===== config.mk =====
export PLATFORM = sky130hd
export DESIGN_NAME = dual_comparator_control
export DESIGN_NICKNAME = d
export VERILOG_FILES = /design/src/cmp_pkg.sv /design/src/cmp_link_if.sv /design/src/cmp_route.sv /design/src/cmp_settle.sv /design/src/dual_comparator_control.sv
export SDC_FILE = /design/constraint.sdc
export NUM_CORES = 1
export LEC_CHECK = 0
export ABC_CLOCK_PERIOD_IN_PS = 3900
export BUFFER_PORTS_ARGS = -buffer_cell sky130_fd_sc_hd__buf_2
export CAP_MARGIN = 20
export CORE_UTILIZATION = 35
export DETAILED_ROUTE_END_ITERATION = 10
export GPL_TIMING_DRIVEN = 1
export PLACE_DENSITY = 0.6
export SYNTH_ARGS = -nofsm -noshare
export SYNTH_HDL_FRONTEND = slang
export SYNTH_HIERARCHICAL = 1
export SYNTH_SLANG_ARGS = --single-unit

===== constraint.sdc =====
create_clock -name core_clk -period 3.9 [get_ports core_clk]
set_clock_uncertainty 0.2 [all_clocks]
set_input_delay 0.39 -clock core_clk [delete_from_list [all_inputs] [get_ports core_clk]]
set_output_delay 0.39 -clock core_clk [all_outputs]
set_load 0.01 [all_outputs]

===== src/cmp_pkg.sv =====
// Shared constants, register layout and types of the dual comparator control block
`default_nettype none

package cmp_pkg;

    // ****************************************
    // Register map and field layout
    // ****************************************
    localparam logic [7:0] CTRL_OFFSET   = 8'h00;
    localparam logic [7:0] STATUS_OFFSET = 8'h04;
    localparam int RES_B_BIT  = 7;
    localparam int RES_A_BIT  = 6;
    localparam int INV_B_BIT  = 5;
    localparam int INV_A_BIT  = 4;
    localparam int SWITCH_BIT = 3;
    localparam int MODE_MSB   = 2;
    localparam int MODE_LSB   = 0;
    localparam int SETTLED_BIT = 0;
    localparam logic [7:0] CTRL_RESET = 8'h00;

    // ****************************************
    // Timing
    // ****************************************
    localparam int SETTLE_TIME_NS = 10000;
    localparam int CLK_MHZ        = 125;
    localparam int SETTLE_CYCLES  = (SETTLE_TIME_NS * CLK_MHZ + 999) / 1000;
    localparam int SETTLE_W       = 11;

    // ****************************************
    // Modes, sources and bus phases
    // ****************************************
    typedef enum logic [2:0] {
        MODE_RESET        = 3'b000,
        MODE_THREE_COMMON = 3'b001,
        MODE_TWO_IND      = 3'b010,
        MODE_TWO_OUT      = 3'b011,
        MODE_TWO_COMMON   = 3'b100,
        MODE_ONE_ONLY     = 3'b101,
        MODE_INT_REF      = 3'b110,
        MODE_OFF          = 3'b111
    } mode_t;

    // Source codes 0..5 select one of the six shared pins
    localparam logic [2:0] SRC_VREF = 3'h6;
    localparam logic [2:0] SRC_NONE = 3'h7;

    typedef struct packed {
        logic [2:0] a_pos;
        logic [2:0] a_neg;
        logic [2:0] b_pos;
        logic [2:0] b_neg;
        logic       a_on;
        logic       b_on;
        logic       out_en;
        logic [5:0] analog_pins;
    } route_t;

    typedef enum logic [1:0] {
        BUS_IDLE = 2'b00,
        BUS_WAIT = 2'b01,
        BUS_DONE = 2'b10
    } bus_phase_t;

endpackage

`default_nettype wire


===== src/cmp_link_if.sv =====
// Carrier between the control top and its route and settle modules
`default_nettype none

interface cmp_link_if;
    logic                 clk;
    logic                 rstn;
    logic [2:0]           mode;
    logic                 sw;
    logic                 inv_a;
    logic                 inv_b;
    cmp_pkg::route_t      route;
    logic                 raw_a;
    logic                 raw_b;
    logic                 result_a;
    logic                 result_b;
    logic                 settled;

    modport router (input clk, rstn, mode, sw, output route);
    modport settler (input clk, rstn, mode, inv_a, inv_b, route, raw_a, raw_b,
                     output result_a, result_b, settled);
    modport owner (output clk, rstn, mode, sw, inv_a, inv_b, raw_a, raw_b,
                   input route, result_a, result_b, settled);
endinterface

`default_nettype wire


===== src/cmp_route.sv =====
// Mode decoder that sets the comparator input and output multiplexers
`default_nettype none

module cmp_route (
    cmp_link_if.router link
);

    // ****************************************
    // Mode table
    // ****************************************
    function automatic cmp_pkg::route_t route_of(input cmp_pkg::mode_t m, input logic sw);
        cmp_pkg::route_t r;
        r = '{a_pos: cmp_pkg::SRC_NONE, a_neg: cmp_pkg::SRC_NONE, b_pos: cmp_pkg::SRC_NONE,
              b_neg: cmp_pkg::SRC_NONE, a_on: 1'b0, b_on: 1'b0, out_en: 1'b0,
              analog_pins: 6'h3f};
        case (m)
            cmp_pkg::MODE_RESET: begin
                r.analog_pins = 6'h3f;
            end
            cmp_pkg::MODE_THREE_COMMON: begin
                r = '{3'h2, 3'h0, 3'h2, 3'h3, 1'b1, 1'b1, 1'b0, 6'h0d};
            end
            cmp_pkg::MODE_TWO_IND: begin
                r = '{3'h0, 3'h1, 3'h2, 3'h3, 1'b1, 1'b1, 1'b0, 6'h0f};
            end
            cmp_pkg::MODE_TWO_OUT: begin
                r = '{3'h2, 3'h3, 3'h4, 3'h5, 1'b1, 1'b1, 1'b1, 6'h3c};
            end
            cmp_pkg::MODE_TWO_COMMON: begin
                r = '{3'h0, 3'h1, 3'h0, 3'h3, 1'b1, 1'b1, 1'b0, 6'h0b};
            end
            cmp_pkg::MODE_ONE_ONLY: begin
                r = '{cmp_pkg::SRC_NONE, cmp_pkg::SRC_NONE, 3'h2, 3'h3, 1'b0, 1'b1, 1'b0,
                      6'h0c};
            end
            cmp_pkg::MODE_INT_REF: begin
                // The switch picks the inverting pin pair only here
                r.a_pos = cmp_pkg::SRC_VREF; // RULE14
                r.b_pos = cmp_pkg::SRC_VREF; // RULE7
                r.a_neg = sw ? 3'h1 : 3'h0; // RULE15
                r.b_neg = sw ? 3'h3 : 3'h2; // RULE15
                r.a_on  = 1'b1;
                r.b_on  = 1'b1;
                r.analog_pins = 6'h0f; // RULE6
            end
            cmp_pkg::MODE_OFF: begin
                r.analog_pins = 6'h00;
            end
            default: begin
                r.analog_pins = 6'h3f;
            end
        endcase
        return r;
    endfunction

    always_comb begin
        link.route = route_of(cmp_pkg::mode_t'(link.mode), link.sw); // RULE4
    end

    // ****************************************
    // Checks
    // ****************************************
    chk_int_ref_pos: assert property (@(posedge link.clk) disable iff (!link.rstn) // RULE14
        (link.mode == cmp_pkg::MODE_INT_REF) |->
        (link.route.a_pos == cmp_pkg::SRC_VREF && link.route.b_pos == cmp_pkg::SRC_VREF))
        else $error("Reference not on both non-inverting inputs");

    chk_switch_ignored: assert property (@(posedge link.clk) disable iff (!link.rstn) // RULE15
        (link.mode != cmp_pkg::MODE_INT_REF && $stable(link.mode) && $changed(link.sw)) |->
        $stable(link.route))
        else $error("Input switch changed routing outside reference mode");

endmodule // cmp_route

`default_nettype wire


===== src/cmp_settle.sv =====
// Result sampling, inversion and settling guard after a mode change
`default_nettype none

module cmp_settle (
    cmp_link_if.settler link
);

    typedef struct packed {
        logic [cmp_pkg::SETTLE_W-1:0] count;
        logic                         settled;
        logic                         res_a;
        logic                         res_b;
        logic [2:0]                   last_mode;
    } settle_state_t;

    localparam logic [cmp_pkg::SETTLE_W-1:0] LOAD =
        cmp_pkg::SETTLE_W'(cmp_pkg::SETTLE_CYCLES - 1);

    settle_state_t s_r;
    settle_state_t s_nxt;
    logic          chg;

    assign chg = (link.mode != s_r.last_mode);

    // ****************************************
    // Next state
    // ****************************************
    always_comb begin
        s_nxt = s_r;
        s_nxt.last_mode = link.mode;
        if (chg) begin
            s_nxt.count = LOAD; // RULE8
        end else if (s_r.count != '0) begin
            s_nxt.count = s_r.count - 1'b1;
        end
        s_nxt.settled = (s_nxt.count == '0) && !chg; // RULE8
        // Results are frozen while settling so software never sees glitches
        if (s_r.settled && !chg) begin
            s_nxt.res_a = link.route.a_on & (link.raw_a ^ link.inv_a); // RULE2 RULE3 RULE11
            s_nxt.res_b = link.route.b_on & (link.raw_b ^ link.inv_b); // RULE1 RULE11
        end
    end

    always_ff @(posedge link.clk) begin
        if (!link.rstn) begin
            s_r <= '{count: '0, settled: 1'b1, res_a: 1'b0, res_b: 1'b0, last_mode: 3'b000};
        end else begin
            s_r <= s_nxt;
        end
    end

    assign link.result_a = s_r.res_a;
    assign link.result_b = s_r.res_b;
    assign link.settled  = s_r.settled;

    // ****************************************
    // Checks
    // ****************************************
    chk_result_follow: assert property (@(posedge link.clk) disable iff (!link.rstn) // RULE11
        (s_r.settled && !chg && link.route.a_on) |=>
        (link.result_a == $past(link.raw_a ^ link.inv_a)))
        else $error("Result A does not follow raw input and inversion");

    chk_settle_start: assert property (@(posedge link.clk) disable iff (!link.rstn) // RULE8
        chg |=> (!link.settled && s_r.count == LOAD))
        else $error("Mode change did not start the settling delay");

    chk_settle_end: assert property (@(posedge link.clk) disable iff (!link.rstn) // RULE8
        (!link.settled && s_r.count == 11'h001 && !chg) |=> link.settled)
        else $error("Settling did not end on time");

endmodule // cmp_settle

`default_nettype wire


===== src/dual_comparator_control.sv =====
// Top of the dual comparator control block with its AHB-Lite register slave
// Operation
// RULE1: Two comparators, each result sampled for software
// RULE2: Raw result high when plus exceeds minus
// RULE3: Raw result low when plus below minus
// RULE4: Three-bit mode field picks eight configurations
// RULE5: Control register drives input and output muxes
// RULE6: Inputs come from six shared pins
// RULE7: Internal reference selectable as input source
// RULE8: Results invalid until settling delay elapses
// RULE9: Software disables comparator interrupt during mode change
// RULE10: Software sets pin directions; block never overrides
// RULE11: Inversion bit flips each reported result
// RULE12: Result bits read-only; writes ignored
// RULE13: Reset clears control register, comparators off
// RULE14: Reference mode feeds both non-inverting inputs
// RULE15: Switch picks inverting pair only in reference mode
// RULE16: Bits: results 7:6, invert 5:4, switch 3, mode 2:0
//
// The register addresses and register access over AHB-Lite are this design's own decisions.
`default_nettype none

module dual_comparator_control (
    input  wire logic        core_clk,
    input  wire logic        rstn,
    input  wire logic        hsel,
    input  wire logic [31:0] haddr,
    input  wire logic [1:0]  htrans,
    input  wire logic        hwrite,
    input  wire logic [2:0]  hsize,
    input  wire logic [31:0] hwdata,
    input  wire logic        hready,
    output var  logic [31:0] hrdata,
    output var  logic        hreadyout,
    output var  logic        hresp,
    input  wire logic        cmp_a_raw,
    input  wire logic        cmp_b_raw,
    output var  logic [2:0]  cmp_a_pos_sel,
    output var  logic [2:0]  cmp_a_neg_sel,
    output var  logic [2:0]  cmp_b_pos_sel,
    output var  logic [2:0]  cmp_b_neg_sel,
    output var  logic        cmp_a_power,
    output var  logic        cmp_b_power,
    output var  logic        out_mux_en,
    output var  logic [5:0]  pin_analog_en,
    output var  logic        cmp_a_pin_out,
    output var  logic        cmp_b_pin_out
);

    typedef struct packed {
        cmp_pkg::bus_phase_t phase;
        logic [7:0]          addr;
        logic                write;
        logic [5:0]          ctrl;
        logic [31:0]         rdata;
        logic                ready;
        cmp_pkg::route_t     route;
        logic                pin_a;
        logic                pin_b;
    } top_state_t;

    top_state_t s_r;
    top_state_t s_nxt;
    logic       take;
    cmp_link_if link ();

    // ****************************************
    // Submodules
    // ****************************************
    assign link.clk   = core_clk;
    assign link.rstn  = rstn;
    assign link.mode  = s_r.ctrl[cmp_pkg::MODE_MSB:cmp_pkg::MODE_LSB];
    assign link.sw    = s_r.ctrl[cmp_pkg::SWITCH_BIT];
    assign link.inv_a = s_r.ctrl[cmp_pkg::INV_A_BIT];
    assign link.inv_b = s_r.ctrl[cmp_pkg::INV_B_BIT];
    assign link.raw_a = cmp_a_raw;
    assign link.raw_b = cmp_b_raw;

    cmp_route u_route (
        .link (link.router)
    );

    cmp_settle u_settle (
        .link (link.settler)
    );

    // ****************************************
    // Register read decode
    // ****************************************
    function automatic logic [31:0] read_word(input logic [7:0] a, input logic [5:0] c,
                                              input logic ra, input logic rb,
                                              input logic st);
        logic [31:0] w;
        w = 32'h0000_0000;
        if (a == cmp_pkg::CTRL_OFFSET) begin
            w[5:0] = c;
            w[cmp_pkg::RES_A_BIT] = ra; // RULE16
            w[cmp_pkg::RES_B_BIT] = rb; // RULE16
        end else if (a == cmp_pkg::STATUS_OFFSET) begin
            w[cmp_pkg::SETTLED_BIT] = st;
        end
        return w;
    endfunction

    // ****************************************
    // Bus slave and output staging
    // ****************************************
    // Every transfer takes one wait state so a read sees any write just before it
    assign take = hsel && hready && htrans[1];

    always_comb begin
        s_nxt = s_r;
        s_nxt.ready = 1'b1;
        case (s_r.phase)
            cmp_pkg::BUS_IDLE, cmp_pkg::BUS_DONE: begin
                if (take) begin
                    s_nxt.phase = cmp_pkg::BUS_WAIT;
                    s_nxt.addr  = haddr[7:0];
                    s_nxt.write = hwrite;
                    s_nxt.ready = 1'b0;
                end else begin
                    s_nxt.phase = cmp_pkg::BUS_IDLE;
                end
            end
            cmp_pkg::BUS_WAIT: begin
                s_nxt.phase = cmp_pkg::BUS_DONE;
                if (s_r.write) begin
                    if (s_r.addr == cmp_pkg::CTRL_OFFSET) begin
                        // Result bits are not stored, so writes there vanish
                        s_nxt.ctrl = hwdata[5:0]; // RULE12 RULE16
                    end
                end else begin
                    s_nxt.rdata = read_word(s_r.addr, s_r.ctrl, link.result_a,
                                            link.result_b, link.settled);
                end
            end
            default: begin
                s_nxt.phase = cmp_pkg::BUS_IDLE;
            end
        endcase
        s_nxt.route = link.route; // RULE5
        s_nxt.pin_a = link.route.out_en & link.result_a;
        s_nxt.pin_b = link.route.out_en & link.result_b;
    end

    always_ff @(posedge core_clk) begin
        if (!rstn) begin
            s_r <= '{phase: cmp_pkg::BUS_IDLE, addr: 8'h00, write: 1'b0,
                     ctrl: cmp_pkg::CTRL_RESET[5:0], rdata: 32'h0000_0000, ready: 1'b1,
                     route: '{cmp_pkg::SRC_NONE, cmp_pkg::SRC_NONE, cmp_pkg::SRC_NONE,
                              cmp_pkg::SRC_NONE, 1'b0, 1'b0, 1'b0, 6'h3f},
                     pin_a: 1'b0, pin_b: 1'b0}; // RULE13
        end else begin
            s_r <= s_nxt;
        end
    end

    // ****************************************
    // Outputs
    // ****************************************
    assign hrdata        = s_r.rdata;
    assign hreadyout     = s_r.ready;
    assign hresp         = 1'b0;
    assign cmp_a_pos_sel = s_r.route.a_pos;
    assign cmp_a_neg_sel = s_r.route.a_neg;
    assign cmp_b_pos_sel = s_r.route.b_pos;
    assign cmp_b_neg_sel = s_r.route.b_neg;
    assign cmp_a_power   = s_r.route.a_on;
    assign cmp_b_power   = s_r.route.b_on;
    assign out_mux_en    = s_r.route.out_en;
    // Pin direction stays with the port logic; only level and enable leave here
    assign pin_analog_en = s_r.route.analog_pins; // RULE10
    assign cmp_a_pin_out = s_r.pin_a;
    assign cmp_b_pin_out = s_r.pin_b;

    // ****************************************
    // Checks
    // ****************************************
    chk_reset_clear: assert property (@(posedge core_clk) disable iff (!rstn) // RULE13
        $past(!rstn) |-> (s_r.ctrl == 6'h00 && !cmp_a_power && !cmp_b_power &&
                          pin_analog_en == 6'h3f && hreadyout))
        else $error("Reset did not clear the control register");

    chk_write_ctrl: assert property (@(posedge core_clk) disable iff (!rstn) // RULE12
        (s_r.phase == cmp_pkg::BUS_WAIT && s_r.write && s_r.addr == cmp_pkg::CTRL_OFFSET)
        |=> (s_r.ctrl == $past(hwdata[5:0]) && hreadyout))
        else $error("Control write not stored at bits 5:0");

    chk_read_ctrl: assert property (@(posedge core_clk) disable iff (!rstn) // RULE16
        (s_r.phase == cmp_pkg::BUS_WAIT && !s_r.write && s_r.addr == cmp_pkg::CTRL_OFFSET)
        |=> (hreadyout && hrdata[7:6] == $past({link.result_b, link.result_a}) &&
             hrdata[5:0] == $past(s_r.ctrl) && hrdata[31:8] == 24'h000000))
        else $error("Control read returned wrong layout");

    chk_route_mux: assert property (@(posedge core_clk) disable iff (!rstn) // RULE5
        ($stable(s_r.ctrl) && s_r.ctrl[2:0] == 3'b111) |=>
        (!cmp_a_power && !cmp_b_power && pin_analog_en == 6'h00))
        else $error("Off mode did not power down the comparators");

    chk_wait_state: assert property (@(posedge core_clk) disable iff (!rstn)
        (take && s_r.phase != cmp_pkg::BUS_WAIT) |=> (!hreadyout ##1 hreadyout))
        else $error("Transfer did not take exactly one wait state");

endmodule // dual_comparator_control

`default_nettype wire


==> flow_summary.yaml <==
sta:
  fmax_mhz: 404
  setup_tns_ps: 0
  rsz0062_at_grt: "false"
  fin_crit_sh: 0.634
  period_needed_ps: 2470
  setup_viol: 0
  max-slew-margin-rel: 0.381
  final_max_slew_viol_count: 0
  setup_ws_ps: 1430
  tightest_slew_ps: 929
  hold_violations: 0
power_and_ir_drop:
  max-vdd-ir-drop_mv: 0.200
  p_leak_uw: 0.00140
  power.total_uw: 1740
  p_per_area_nw_per_um2: 520
die:
  initial_utilization: 0.361
  die_h_microns: 96.8
  die_w_microns: 96.8
  io-pin-count: 133
  core_sq_um: 8720
  dieArea_sq_um: 9380
  num_rows: 34
detailed_routing:
  detail-route-antenna-nets: 0
  wirelength_mm: 5.63
  via_per_inst: 4.60
  wl_per_cell_microns: 11.7
  vias: 2224
  drc: 0
  drt-pass1-iter-count: 4
  drt-initial-drc-count: 101
global_route:
  grt_use_total: 0.126
  grt_pass1_wl_mm: 9.57
  antenna_found_initial: 0
  grt_start_max_net_pins: 62
  grt_overflow: 0
  grt_pass1_vias: 1994
setup_path:
  arrival_ps: 2550
  critPathMaxFanout: 9
  r2r_end: "u_settle/link.settled"
  r2r_cells: 7
  reg2reg_from: "u_settle/s_r[6]"
  end_kind: "flop"
  crit_type: "flop to flop"
  required_ps: 3970
  crit_path_start_kind: "flop"
  r2r_slack_ps: 1430
clock_network:
  clock_path_buffers: 2
  cts_root_buf: "clkbuf_8"
  clk_latency_ps: 340
  cts_tree: "yes"
  cts_setup_buffers: 0
  cts_resized: 0
  cts_buffers: 9
  postCtsHoldBufs: 0
  cts.sinks: 66
  htreeDepth: 3
  clk_pin_slew_ps: 80
hold_path:
  whs_path_depth: 3
  min_to: "s_r[67]"
  hp-start: "haddr[4]"
  holdCritPathClass: "primary input to flop"
synthesis:
  synth_top_area_cell: "dfxtp_1"
  yosysTopAreaCellShare: 0.420
  seq_area_frac_synth: 0.420
  syn_avg_cell_area_sq_um: 9.05
  ys_types: 52
  netlist_area_sq_um: 3150
  async_reset_ff_frac: 0
  synthCells: 348
  synthTopCellsByArea: "dfxtp_1 42%, buf_4 13%, nand2_1 6.9%"
  yosysWarnings: 6
  synth_seq_cells: 66
  synth_edf_count: 0
  synth_ff_type: "dfxtp_1"
layout:
  fin_nets: 447
  postLayoutCellArea_sq_um: 3360
  area_delta_synth_final_pct: 6.60
  seq_area_sq_um: 1320
  fin_cells: 483
  n_fill_cell: 895
  num_antenna_cells: 0
  multi_input_area_sq_um: 1430
  drive_above_1_share: 0.216
place:
  dp_cells: 467
  placed_area_sq_um: 3180
  pre_cts_ws_ps: 1410
  dpl.hpwl_mm: 3.98
  place.gp.congestion: 0.862
  io_buffers: 53
job:
  cap_violations: 0
status:
  status: "finished clean"
## cell usage in the layout, fill, tap and decap left out, types with 2 or more instances in the layout
master	count
xnor2_1	3
nand2_1	58
mux2i_1	7
nand3b_1	2
dfxtp_1	66
o21ai_0	4
or3_1	3
inv_1	7
nand2b_1	18
xor2_1	9
clkinv_2	2
and3_1	3
nand4_1	10
nor4_4	2
a21oi_1	10
and2_1	9
a31oi_1	3
clkinvlp_4	2
nor3b_1	2
buf_2	53
nor3_1	5
nor2_1	8
clkbuf_8	10
nand3_1	6
a21boi_0	17
conb_1	25
nor2b_1	4
clkinv_4	2
## kinds of logic (layout without fill, tap and decap cells)
logic type / Yosys count / after routing / synth area share
DFF: 66 / 66 / 0.420
adders and majority gates: 1 / 1 / 0.00397
and+or+nand+nor: 144 / 144 / 0.264
xor gates and xnor gates: 12 / 12 / 0.0334
buffers and inverters: 73 / 76 / 0.155
muxes: 8 / 8 / 0.0258
AOI/OAI and AO/OA: 43 / 43 / 0.0966
other: 1 / 25 / 0.00119
## where the power goes
part / switching, uW / total [uW] / internal [uW]
Combinational: 230 / 429 / 200
Sequential: 77.1 / 800 / 723
Clock: 267 / 515 / 248
Total: 574 / 1740 / 1170
## metal layers
layer / GRT usage / share of wire / vias to the layer above
met1: 0.166 / 0.47 / 1021
met5: 0 / 0 / -
li1: - / - / 1132
met3: 0.0426 / 0.051 / 6
met2: 0.184 / 0.46 / 65
met4: 0.0586 / 0.019 / 0
## state kept, by name (all words and copies together), names as in the netlist, 3 cells and up
signal	cells
cmp_b_neg_sel	3
pin_analog_en	6
s_r	11
link.mode	3
u_settle/s_r	14
cmp_a_pos_sel	3
cmp_a_neg_sel	3
hrdata	8
cmp_b_pos_sel	3
## how the worst max path moves through the flow
stage               depth (start not counted)             from               endpoint  slack (ps)
floorplan                                   8  u_settle/s_r[6]  u_settle/link.settled        1810
global placement                            7  u_settle/s_r[6]  u_settle/link.settled        1440
detailed placement                          7  u_settle/s_r[6]  u_settle/link.settled        1410
CTS                                         7  u_settle/s_r[6]  u_settle/link.settled        1400
global route                                7  u_settle/s_r[6]  u_settle/link.settled        1180
finish                                      7  u_settle/s_r[6]  u_settle/link.settled        1430
## final cells by class
cell class / instances / area share
Multi-Input combinational cell: 233 / 0.425
Sequential cell: 66 / 0.394
Timing Repair Buffer: 53 / 0.0790
Clock buffer: 10 / 0.0410
Tap cell: 108 / 0.0403
Clock inverter: 6 / 0.0127
Inverter: 7 / 0.00783
## stage by stage
step	utilization	hold WS (ps)
after floorplan	-	241
after global placement	0.364	256
after detailed placement	0.364	260
after CTS	0.385	85.6
after global routing	0.385	76.0
final	0.385	95.8
## worst max-delay path: stages, from the launching register on
cell and delay [ps]:
dfxtp_1 360, inv_1 90, ha_1 300, nor4b_4 380, nand3_2 280, mux2i_1 210, o41ai_1 400, o211a_1 190
## Yosys cell counts (2+ instances only)
library cell,instances
nor3b_1,2
buf_2,4
a21oi_1,10
xor2_1,9
dfxtp_1,66
a21boi_0,17
nand4_1,10
inv_1,7
clkbuf_1,7
buf_4,54
nor2b_1,4
and2_1,9
mux2i_1,7
nand2b_1,18
nand2_1,58
nand3b_1,2
nand3_1,6
and3_1,3
or3_1,3
nor3_1,5
nor2_1,8
a31oi_1,3
xnor2_1,3
o21ai_0,4
nor4_4,2
(Power assumes the default switching activity.)
